--- config.mk ---
export PLATFORM = sky130hd
export DESIGN_NAME = ipr_regs
export DESIGN_NICKNAME = d
export VERILOG_FILES = /design/src/logic/ipr_regs.v /design/src/logic/ipr_arbiter.v
export VERILOG_INCLUDE_DIRS = /design/src /design/src/pkg
export SDC_FILE = /design/constraint.sdc
export NUM_CORES = 1
export LEC_CHECK = 0
export BUFFER_PORTS_ARGS = -buffer_cell sky130_fd_sc_hd__buf_2
export CAP_MARGIN = 20
export CORE_MARGIN = 5
export CORE_UTILIZATION = 25
export CTS_CLUSTER_SIZE = 20
export DETAILED_ROUTE_END_ITERATION = 10
export PLACE_DENSITY_LB_ADDON = 0.3
export SLEW_MARGIN = 20
export SYNTH_ARGS = -nofsm -noshare
export SYNTH_HDL_FRONTEND = slang
export SYNTH_HIERARCHICAL = 1
export SYNTH_SLANG_ARGS = --single-unit
--- constraint.sdc ---
create_clock -name pclk -period 26.9 [get_ports pclk]
set_clock_uncertainty 0.05 [all_clocks]
set_input_delay 2.69 -clock pclk [delete_from_list [all_inputs] [get_ports pclk]]
set_output_delay 2.69 -clock pclk [all_outputs]
set_load 0.03 [all_outputs]
--- src/pkg/ipr_map.vh ---
// Register map of the six interrupt priority registers
// Assumes an APB slave with 32-bit data, one aligned word per register
`ifndef IPR_MAP_VH
`define IPR_MAP_VH

// ==========================================================
// Byte offsets
`define IPR_OFF_PRI1 12'h000
`define IPR_OFF_PRI2 12'h004
`define IPR_OFF_PRI3 12'h008
`define IPR_OFF_PRI4 12'h00c
`define IPR_OFF_PRI5 12'h010
`define IPR_OFF_PRI6 12'h014
`define IPR_OFF_PEND 12'h018
`define IPR_OFF_WIN 12'h01c

// ==========================================================
// Field positions (low bit of each 3-bit field)
`define IPR_FLD_HI 12
`define IPR_FLD_MH 8
`define IPR_FLD_ML 4
`define IPR_FLD_LO 0
`define IPR_FLD_W 3

// ==========================================================
// Implemented-bit masks and reset values
`define IPR_MASK_FULL 16'h7777
`define IPR_MASK_PRI3 16'h0777
`define IPR_MASK_PRI5 16'h7707
`define IPR_RST_FULL 16'h4444
`define IPR_RST_PRI3 16'h0444
`define IPR_RST_PRI5 16'h4404
`define IPR_LVL_OFF 3'h0
`define IPR_LVL_RST 3'h4

`define IPR_NSRC 22
`endif

--- src/logic/ipr_regs.v ---
// Six interrupt priority registers with an APB slave and arbitration output
// Assumes APB master on pclk; source requests are synchronous to pclk
//
// Contract
// A 3-bit field holds its source level directly, 1 lowest, 7 highest.
// Level zero disables the source; its request is never forwarded.
// Unimplemented bits read zero and ignore writes.
// Every field resets to level four.
// Implemented field bits are read/write and return the last written value.
// Register 1: timer2, output compare 2, input capture 2, DMA 0.
// Register 2: UART1 receive, SPI1 event, SPI1 error, timer3.
// Register 3: top bits unused, DMA 1, ADC1, UART1 transmit.
// Register 4: change notify, comparator, I2C1 master, I2C1 slave.
// Register 5: input capture 8 and 7, bits 7-3 unused, external irq 1.
// Register 6: timer4, output compare 4, output compare 3, DMA 2.
// Current levels are always presented to the arbitration logic.
//
// Local design decisions: register access over APB and the register offsets.
`timescale 1ns/100ps
`include "ipr_map.vh"
module ipr_regs (
    input wire pclk,
    input wire presetn,
    input wire psel,
    input wire penable,
    input wire pwrite,
    input wire [11:0] paddr,
    input wire [31:0] pwdata,
    input wire [3:0] pstrb,
    output reg [31:0] prdata,
    output reg pready,
    output reg pslverr,
    input wire [`IPR_NSRC-1:0] src_req,
    output reg [2:0] timer2_level,
    output reg [2:0] out_compare2_level,
    output reg [2:0] in_capture2_level,
    output reg [2:0] dma_chan0_done_level,
    output reg [2:0] uart1_receive_level,
    output reg [2:0] spi1_event_level,
    output reg [2:0] spi1_error_level,
    output reg [2:0] timer3_level,
    output reg [2:0] dma_chan1_done_level,
    output reg [2:0] adc1_done_level,
    output reg [2:0] uart1_transmit_level,
    output reg [2:0] change_notify_level,
    output reg [2:0] comparator_level,
    output reg [2:0] i2c1_master_level,
    output reg [2:0] i2c1_slave_level,
    output reg [2:0] in_capture8_level,
    output reg [2:0] in_capture7_level,
    output reg [2:0] ext_irq1_level,
    output reg [2:0] timer4_level,
    output reg [2:0] out_compare4_level,
    output reg [2:0] out_compare3_level,
    output reg [2:0] dma_chan2_done_level,
    output reg irq_valid,
    output reg [4:0] irq_id,
    output reg [2:0] irq_level
);

    // ======================================================
    // Register storage
    reg [15:0] int_priority_reg_1;
    reg [15:0] int_priority_reg_2;
    reg [15:0] int_priority_reg_3;
    reg [15:0] int_priority_reg_4;
    reg [15:0] int_priority_reg_5;
    reg [15:0] int_priority_reg_6;
    reg [1:0] state_reg;
    reg [1:0] state_next;

    // Bus phase tracker, one-hot: idle, or answering in the access phase
    localparam [1:0] ST_IDLE = 2'b01;
    localparam [1:0] ST_ANSWER = 2'b10;

    wire setup = psel && !penable;
    wire acc_phase = psel && penable;
    // A write lands only at the edge that completes the access phase
    wire wr_en = acc_phase && pready && pwrite;
    wire [15:0] lane_mask = {{8{pstrb[1]}}, {8{pstrb[0]}}};

    // Merge write data into implemented bits only
    function [15:0] ipr_merge;
        input [15:0] old_val;
        input [15:0] new_val;
        input [15:0] impl;
        input [15:0] lanes;
        reg [15:0] m;
        begin
            m = impl & lanes;
            ipr_merge = (old_val & ~m) | (new_val & m);
        end
    endfunction

    function [2:0] ipr_field;
        input [15:0] r;
        input integer lsb;
        begin
            ipr_field = r[lsb +: 3];
        end
    endfunction

    // Read view of a register: unused bits forced low
    function [31:0] ipr_read;
        input [15:0] r;
        input [15:0] impl;
        begin
            ipr_read = {16'h0000, r & impl};
        end
    endfunction

    function known_addr;
        input [11:0] a;
        begin
            known_addr = (a == `IPR_OFF_PRI1) ||
                (a == `IPR_OFF_PRI2) ||
                (a == `IPR_OFF_PRI3) ||
                (a == `IPR_OFF_PRI4) ||
                (a == `IPR_OFF_PRI5) ||
                (a == `IPR_OFF_PRI6) ||
                (a == `IPR_OFF_PEND) ||
                (a == `IPR_OFF_WIN);
        end
    endfunction

    // ======================================================
    // Register writes, taken in the access cycle, committed at access edge
    always @(posedge pclk or negedge presetn) begin
        if (!presetn) begin
            int_priority_reg_1 <= `IPR_RST_FULL;
            int_priority_reg_2 <= `IPR_RST_FULL;
            int_priority_reg_3 <= `IPR_RST_PRI3;
            int_priority_reg_4 <= `IPR_RST_FULL;
            int_priority_reg_5 <= `IPR_RST_PRI5;
            int_priority_reg_6 <= `IPR_RST_FULL;
        end else if (wr_en) begin
            case (paddr)
                `IPR_OFF_PRI1: begin
                    int_priority_reg_1 <= ipr_merge(int_priority_reg_1,
                        pwdata[15:0], `IPR_MASK_FULL, lane_mask);
                end
                `IPR_OFF_PRI2: begin
                    int_priority_reg_2 <= ipr_merge(int_priority_reg_2,
                        pwdata[15:0], `IPR_MASK_FULL, lane_mask);
                end
                `IPR_OFF_PRI3: begin
                    int_priority_reg_3 <= ipr_merge(int_priority_reg_3,
                        pwdata[15:0], `IPR_MASK_PRI3, lane_mask);
                end
                `IPR_OFF_PRI4: begin
                    int_priority_reg_4 <= ipr_merge(int_priority_reg_4,
                        pwdata[15:0], `IPR_MASK_FULL, lane_mask);
                end
                `IPR_OFF_PRI5: begin
                    int_priority_reg_5 <= ipr_merge(int_priority_reg_5,
                        pwdata[15:0], `IPR_MASK_PRI5, lane_mask);
                end
                `IPR_OFF_PRI6: begin
                    int_priority_reg_6 <= ipr_merge(int_priority_reg_6,
                        pwdata[15:0], `IPR_MASK_FULL, lane_mask);
                end
                default: begin
                end
            endcase
        end
    end

    // ======================================================
    // Level outputs, registered copies of the fields
    wire [`IPR_NSRC*3-1:0] level_vec = {
        ipr_field(int_priority_reg_6, `IPR_FLD_LO),
        ipr_field(int_priority_reg_6, `IPR_FLD_ML),
        ipr_field(int_priority_reg_6, `IPR_FLD_MH),
        ipr_field(int_priority_reg_6, `IPR_FLD_HI),
        ipr_field(int_priority_reg_5, `IPR_FLD_LO),
        ipr_field(int_priority_reg_5, `IPR_FLD_MH),
        ipr_field(int_priority_reg_5, `IPR_FLD_HI),
        ipr_field(int_priority_reg_4, `IPR_FLD_LO),
        ipr_field(int_priority_reg_4, `IPR_FLD_ML),
        ipr_field(int_priority_reg_4, `IPR_FLD_MH),
        ipr_field(int_priority_reg_4, `IPR_FLD_HI),
        ipr_field(int_priority_reg_3, `IPR_FLD_LO),
        ipr_field(int_priority_reg_3, `IPR_FLD_ML),
        ipr_field(int_priority_reg_3, `IPR_FLD_MH),
        ipr_field(int_priority_reg_2, `IPR_FLD_LO),
        ipr_field(int_priority_reg_2, `IPR_FLD_ML),
        ipr_field(int_priority_reg_2, `IPR_FLD_MH),
        ipr_field(int_priority_reg_2, `IPR_FLD_HI),
        ipr_field(int_priority_reg_1, `IPR_FLD_LO),
        ipr_field(int_priority_reg_1, `IPR_FLD_ML),
        ipr_field(int_priority_reg_1, `IPR_FLD_MH),
        ipr_field(int_priority_reg_1, `IPR_FLD_HI)
    };

    always @(posedge pclk or negedge presetn) begin
        if (!presetn) begin
            timer2_level <= `IPR_LVL_RST;
            out_compare2_level <= `IPR_LVL_RST;
            in_capture2_level <= `IPR_LVL_RST;
            dma_chan0_done_level <= `IPR_LVL_RST;
            uart1_receive_level <= `IPR_LVL_RST;
            spi1_event_level <= `IPR_LVL_RST;
            spi1_error_level <= `IPR_LVL_RST;
            timer3_level <= `IPR_LVL_RST;
            dma_chan1_done_level <= `IPR_LVL_RST;
            adc1_done_level <= `IPR_LVL_RST;
            uart1_transmit_level <= `IPR_LVL_RST;
            change_notify_level <= `IPR_LVL_RST;
            comparator_level <= `IPR_LVL_RST;
            i2c1_master_level <= `IPR_LVL_RST;
            i2c1_slave_level <= `IPR_LVL_RST;
            in_capture8_level <= `IPR_LVL_RST;
            in_capture7_level <= `IPR_LVL_RST;
            ext_irq1_level <= `IPR_LVL_RST;
            timer4_level <= `IPR_LVL_RST;
            out_compare4_level <= `IPR_LVL_RST;
            out_compare3_level <= `IPR_LVL_RST;
            dma_chan2_done_level <= `IPR_LVL_RST;
        end else begin
            timer2_level <= ipr_field(int_priority_reg_1, `IPR_FLD_HI);
            out_compare2_level <= ipr_field(int_priority_reg_1, `IPR_FLD_MH);
            in_capture2_level <= ipr_field(int_priority_reg_1, `IPR_FLD_ML);
            dma_chan0_done_level <= ipr_field(int_priority_reg_1, `IPR_FLD_LO);

            uart1_receive_level <= ipr_field(int_priority_reg_2, `IPR_FLD_HI);
            spi1_event_level <= ipr_field(int_priority_reg_2, `IPR_FLD_MH);
            spi1_error_level <= ipr_field(int_priority_reg_2, `IPR_FLD_ML);
            timer3_level <= ipr_field(int_priority_reg_2, `IPR_FLD_LO);

            dma_chan1_done_level <= ipr_field(int_priority_reg_3, `IPR_FLD_MH);
            adc1_done_level <= ipr_field(int_priority_reg_3, `IPR_FLD_ML);
            uart1_transmit_level <= ipr_field(int_priority_reg_3, `IPR_FLD_LO);

            change_notify_level <= ipr_field(int_priority_reg_4, `IPR_FLD_HI);
            comparator_level <= ipr_field(int_priority_reg_4, `IPR_FLD_MH);
            i2c1_master_level <= ipr_field(int_priority_reg_4, `IPR_FLD_ML);
            i2c1_slave_level <= ipr_field(int_priority_reg_4, `IPR_FLD_LO);

            in_capture8_level <= ipr_field(int_priority_reg_5, `IPR_FLD_HI);
            in_capture7_level <= ipr_field(int_priority_reg_5, `IPR_FLD_MH);
            ext_irq1_level <= ipr_field(int_priority_reg_5, `IPR_FLD_LO);

            timer4_level <= ipr_field(int_priority_reg_6, `IPR_FLD_HI);
            out_compare4_level <= ipr_field(int_priority_reg_6, `IPR_FLD_MH);
            out_compare3_level <= ipr_field(int_priority_reg_6, `IPR_FLD_ML);
            dma_chan2_done_level <= ipr_field(int_priority_reg_6, `IPR_FLD_LO);
        end
    end

    // ======================================================
    // Arbitration of pending requests
    wire win_valid;
    wire [4:0] win_id;
    wire [2:0] win_level;

    ipr_arbiter u_arb (
        .levels(level_vec),
        .req(src_req),
        .win_valid(win_valid),
        .win_id(win_id),
        .win_level(win_level)
    );

    always @(posedge pclk or negedge presetn) begin
        if (!presetn) begin
            irq_valid <= 1'b0;
            irq_id <= 5'h00;
            irq_level <= 3'h0;
        end else begin
            irq_valid <= win_valid;
            irq_id <= win_id;
            irq_level <= win_level;
        end
    end

    // ======================================================
    // APB read path and answer: one wait-free access phase
    reg [31:0] rd_next;
    always @* begin
        rd_next = 32'h00000000;
        case (paddr)
            `IPR_OFF_PRI1: begin
                rd_next = ipr_read(int_priority_reg_1, `IPR_MASK_FULL);
            end
            `IPR_OFF_PRI2: begin
                rd_next = ipr_read(int_priority_reg_2, `IPR_MASK_FULL);
            end
            `IPR_OFF_PRI3: begin
                rd_next = ipr_read(int_priority_reg_3, `IPR_MASK_PRI3);
            end
            `IPR_OFF_PRI4: begin
                rd_next = ipr_read(int_priority_reg_4, `IPR_MASK_FULL);
            end
            `IPR_OFF_PRI5: begin
                rd_next = ipr_read(int_priority_reg_5, `IPR_MASK_PRI5);
            end
            `IPR_OFF_PRI6: begin
                rd_next = ipr_read(int_priority_reg_6, `IPR_MASK_FULL);
            end
            `IPR_OFF_PEND: begin
                rd_next = {10'h000, src_req};
            end
            `IPR_OFF_WIN: begin
                rd_next = {23'h000000, irq_valid, irq_level, irq_id};
            end
            default: begin
                rd_next = 32'h00000000;
            end
        endcase
    end

    always @* begin
        state_next = ST_IDLE;
        case (state_reg)
            ST_IDLE: begin
                if (setup) begin
                    state_next = ST_ANSWER;
                end
            end
            ST_ANSWER: begin
                state_next = ST_IDLE;
            end
            default: begin
                state_next = ST_IDLE;
            end
        endcase
    end

    // Zero wait states: the answer stands for the one access cycle
    always @(posedge pclk or negedge presetn) begin
        if (!presetn) begin
            state_reg <= ST_IDLE;
            pready <= 1'b0;
            pslverr <= 1'b0;
            prdata <= 32'h00000000;
        end else begin
            state_reg <= state_next;
            pready <= (state_next == ST_ANSWER);
            pslverr <= (state_next == ST_ANSWER) && !known_addr(paddr);
            if (state_next == ST_ANSWER && !pwrite) begin
                prdata <= rd_next;
            end else if (state_next != ST_ANSWER) begin
                prdata <= 32'h00000000;
            end
        end
    end

endmodule // ipr_regs

--- src/logic/ipr_arbiter.v ---
// Picks the highest-level pending source among 22
// Assumes levels and requests on the pclk domain
`timescale 1ns/100ps
`include "ipr_map.vh"
module ipr_arbiter (
    input wire [`IPR_NSRC*3-1:0] levels,
    input wire [`IPR_NSRC-1:0] req,
    output reg win_valid,
    output reg [4:0] win_id,
    output reg [2:0] win_level
);
    integer i;
    reg [2:0] lv;
    always @* begin
        win_valid = 1'b0;
        win_id = 5'h00;
        win_level = 3'h0;
        lv = 3'h0;
        for (i = 0; i < `IPR_NSRC; i = i + 1) begin
            lv = levels[i*3 +: 3];
            // Zero level masks the source; ties go to the lower index
            if (req[i] && lv != `IPR_LVL_OFF && lv > win_level) begin
                win_valid = 1'b1;
                win_id = i[4:0];
                win_level = lv;
            end
        end
    end
endmodule // ipr_arbiter

==> reports/results.ini <==
[status]
status=finished, violations left
violations=setup timing

[synthesis]
synth.most_common_cell=dfrtp_1
synthCells=922
yosys-top-cells-count=dfrtp_1, nor2_1, mux2_2, nand2_1, inv_1
synth_area_leaders=dfrtp_1, dfstp_2, mux2_2
ys_seq_area_share_pct=43.0
yosysTopAreaCell=dfrtp_1
synth_top_family_by_area=compound AO/OA/AOI/OAI gates
synth_top_area_share_pct=31.0
synth-simple-area-share_pct=15.7
postSynthAreaPerCell_um2=10.6
synthMuxAreaShare_pct=13.4
ys_ff_latch=166
ys_types=99
synth_xor_area_share_pct=0
yosys_warnings=6
syn-cell-area_mm2=0.00978
synth_ff_type=dfrtp_1
synth-compound-area-share_pct=20.2
synthAdderAreaFrac_pct=4.17
synth_edf_count=0
synth-async-reset-ratio_pct=100

[critical_path]
path_class=input pin to register
cp_max_fo=4
slowest_stage=o31a_4
cp-end-kind=register
critPathMostFrequentCell=ha_4
r2r-end=irq_valid
rrSetupSlack_ns=0.91
rr_worst_depth=157
cp.required_ns=27.14
max_stage_delay_ns=0.40
arrival_ns=27.93
start_kind=input pin

[sta]
rsz0062_at_grt=true
finalWorstPathRequiredPeriod_ns=27.70
final_max_slew_viol_count=0
maxSlewHeadroom_pct=39.2
setup_ws_ns=-0.798
setup_tns_ns=-6.33
tightest_slew_ns=0.913
hold_viol=0
max_freq_mhz=36.1
finalSetupViolCount=9
min_period_over_period_pct=103

[detailed_routing]
drtIter0Drc=606
met2_length_mm=17.3
wl_per_cell_um=20.8
wl_met3_mm=1.79
first_pass_iters=5
wl_met1_mm=17.5
drc_errors=0
ant_nets=0
viasPerCell=4.95
vias=8899
drt_wl_total_mm=37.3
highest_layer=met5

[floorplanning]
start_util_pct=25.3
rows=72
dieArea_mm2=0.0432
placeableCoreArea_mm2=0.0386
dieHeight_um=208
die_w_um=208
io_pins=184

[global_route]
grt_overflow=0
grt_pass1_wl_mm=56.5
antenna_found_initial=2
grt_max_degree=65
grt_pass1_vias=8978
grtUsageTotal_pct=16.9

[layout]
drive_above_1_share_pct=52.9
nets=1367
syn_to_final_growth_pct=41.8
n_fill_cell=3877
fin_area_mm2=0.0139
finish.utilization_pct=35.9

[power_and_ir_drop]
clkPwrFrac_pct=47.9
total_power_uw=538
p_per_area_mw_per_mm2=38.8
p_int_uw=391
power.switching_uw=147
comb_power_share_pct=5.5
seqPwrFrac_pct=46.5
ir_drop_uv=42.4
p_leak_nw=6.43
swShare_pct=27.3

[cts]
path_clk_slew_ns=0.08
clk_latency_ns=0.44
cts_tree=yes
cts_max_level=4
ctsHoldBuffers=0
cts_buffers=17
cts_num_sinks=166
cts_root_buf=clkbuf_16
clock_path_buffers=2

[placement]
placed_cell_area_mm2=0.0121
port_buffers=151
dp_hpwl_mm=28.0
place_congestion=0.867
dp_slack_ns=-1.80

[worst_hold_path]
hold_depth=0
hold_class=register to register
hold_end=out_compare4_level[2]

[run]
maxCapViolCount=0

critical path, delay by kind of cell:
kind            cells  cell delay [ns]
mux                10             3.07
buf+inv            16             1.65
compound gates     51             7.97
fa+ha+maj          23             5.74
simple gates       59             6.78
power by group through the flow:
stage                     combinational (mW)  sequential [mW]  clock, mW
after detailed placement              0.0296            0.255          0
final                                 0.0298            0.250      0.258
after global routing                  0.0323            0.250      0.273
after CTS                             0.0298            0.250      0.265
after floorplan                       0.0121            0.255          0
after global placement                0.0294            0.255          0
routing by layer:
layer	up-vias	GRT usage [%]
met5	-	0
met4	2	4.69
met3	36	2.96
met2	264	27.0
met1	4476	23.6
li1	4121	-
cell usage in the layout, fill, tap and decap left out, types with 7 or more instances in the layout:
cell type  count
a21oi_2        9
nor2_1        56
mux2_4         9
and2_1        13
o31ai_1        7
o21a_1         7
clkbuf_16     17
o21ai_1       11
mux4_2         7
a21oi_1       35
o21ai_2       10
buf_2        149
a31oi_1        9
nor3_4         8
conb_1        10
mux2_2        71
nor2_2        10
buf_4        187
ha_1          11
nand3_1       22
o21ai_0       33
a22o_1        13
inv_1         41
mux2i_1       20
dfstp_2       45
ha_4          15
nand2_1       68
o211ai_1      19
nor2_4        13
nor3_1        15
dfrtp_1      121
area by class of cell:
| cell class | instances | area (um^2) | share of cell area (%) |
|---|---|---|---|
| flip-flops and latches | 166 | 4210 | 30.4 |
| well taps | 518 | 648 | 4.67 |
| clock buffers | 17 | 425 | 3.07 |
| diodes | 1 | 2.50 | 0.0180 |
| multi-input cells | 690 | 5990 | 43.2 |
| inverters | 47 | 179 | 1.29 |
| clock inverters | 15 | 183 | 1.32 |
| repair buffers | 343 | 2230 | 16.1 |
logic make-up after synthesis:
logic type	count (synthesis)
buf+inv	75
other cells	1
mux	110
fa+ha+maj	34
simple gates	281
compound gates	255
flops	166
worst max-delay path by stage:
stage                              end        from  slack (ns)  cells after the start
after detailed placement     irq_valid  src_req[0]       -1.80                    156
after floorplan              irq_valid  src_req[0]       -0.59                    152
after global routing         irq_valid  src_req[0]       -2.18                    155
final                        irq_valid  src_req[0]       -0.80                    159
after global placement    irq_level[0]  src_req[0]       -1.40                    155
after CTS                    irq_id[3]  src_req[0]       -0.31                    158
metrics by stage:
step	hold slack (ns)	cells
4_1_cts	0.358	1773
6_report	0.359	1797
3_3_place_gp	0.354	1666
2_1_floorplan	0.314	931
3_5_place_dp	0.352	1666
5_1_grt	0.375	1797
what timing repair did:
| item | in CTS | in global routing |
|---|---|---|
| resized for setup | 52 | 32 |
| setup endpoints to repair | 9 | 9 |
| pin swaps | 77 | 43 |
| buffers inserted | 75 | 23 |
| cloned | 0 | 0 |
No activity file was read; power rests on OpenSTA's default activity.
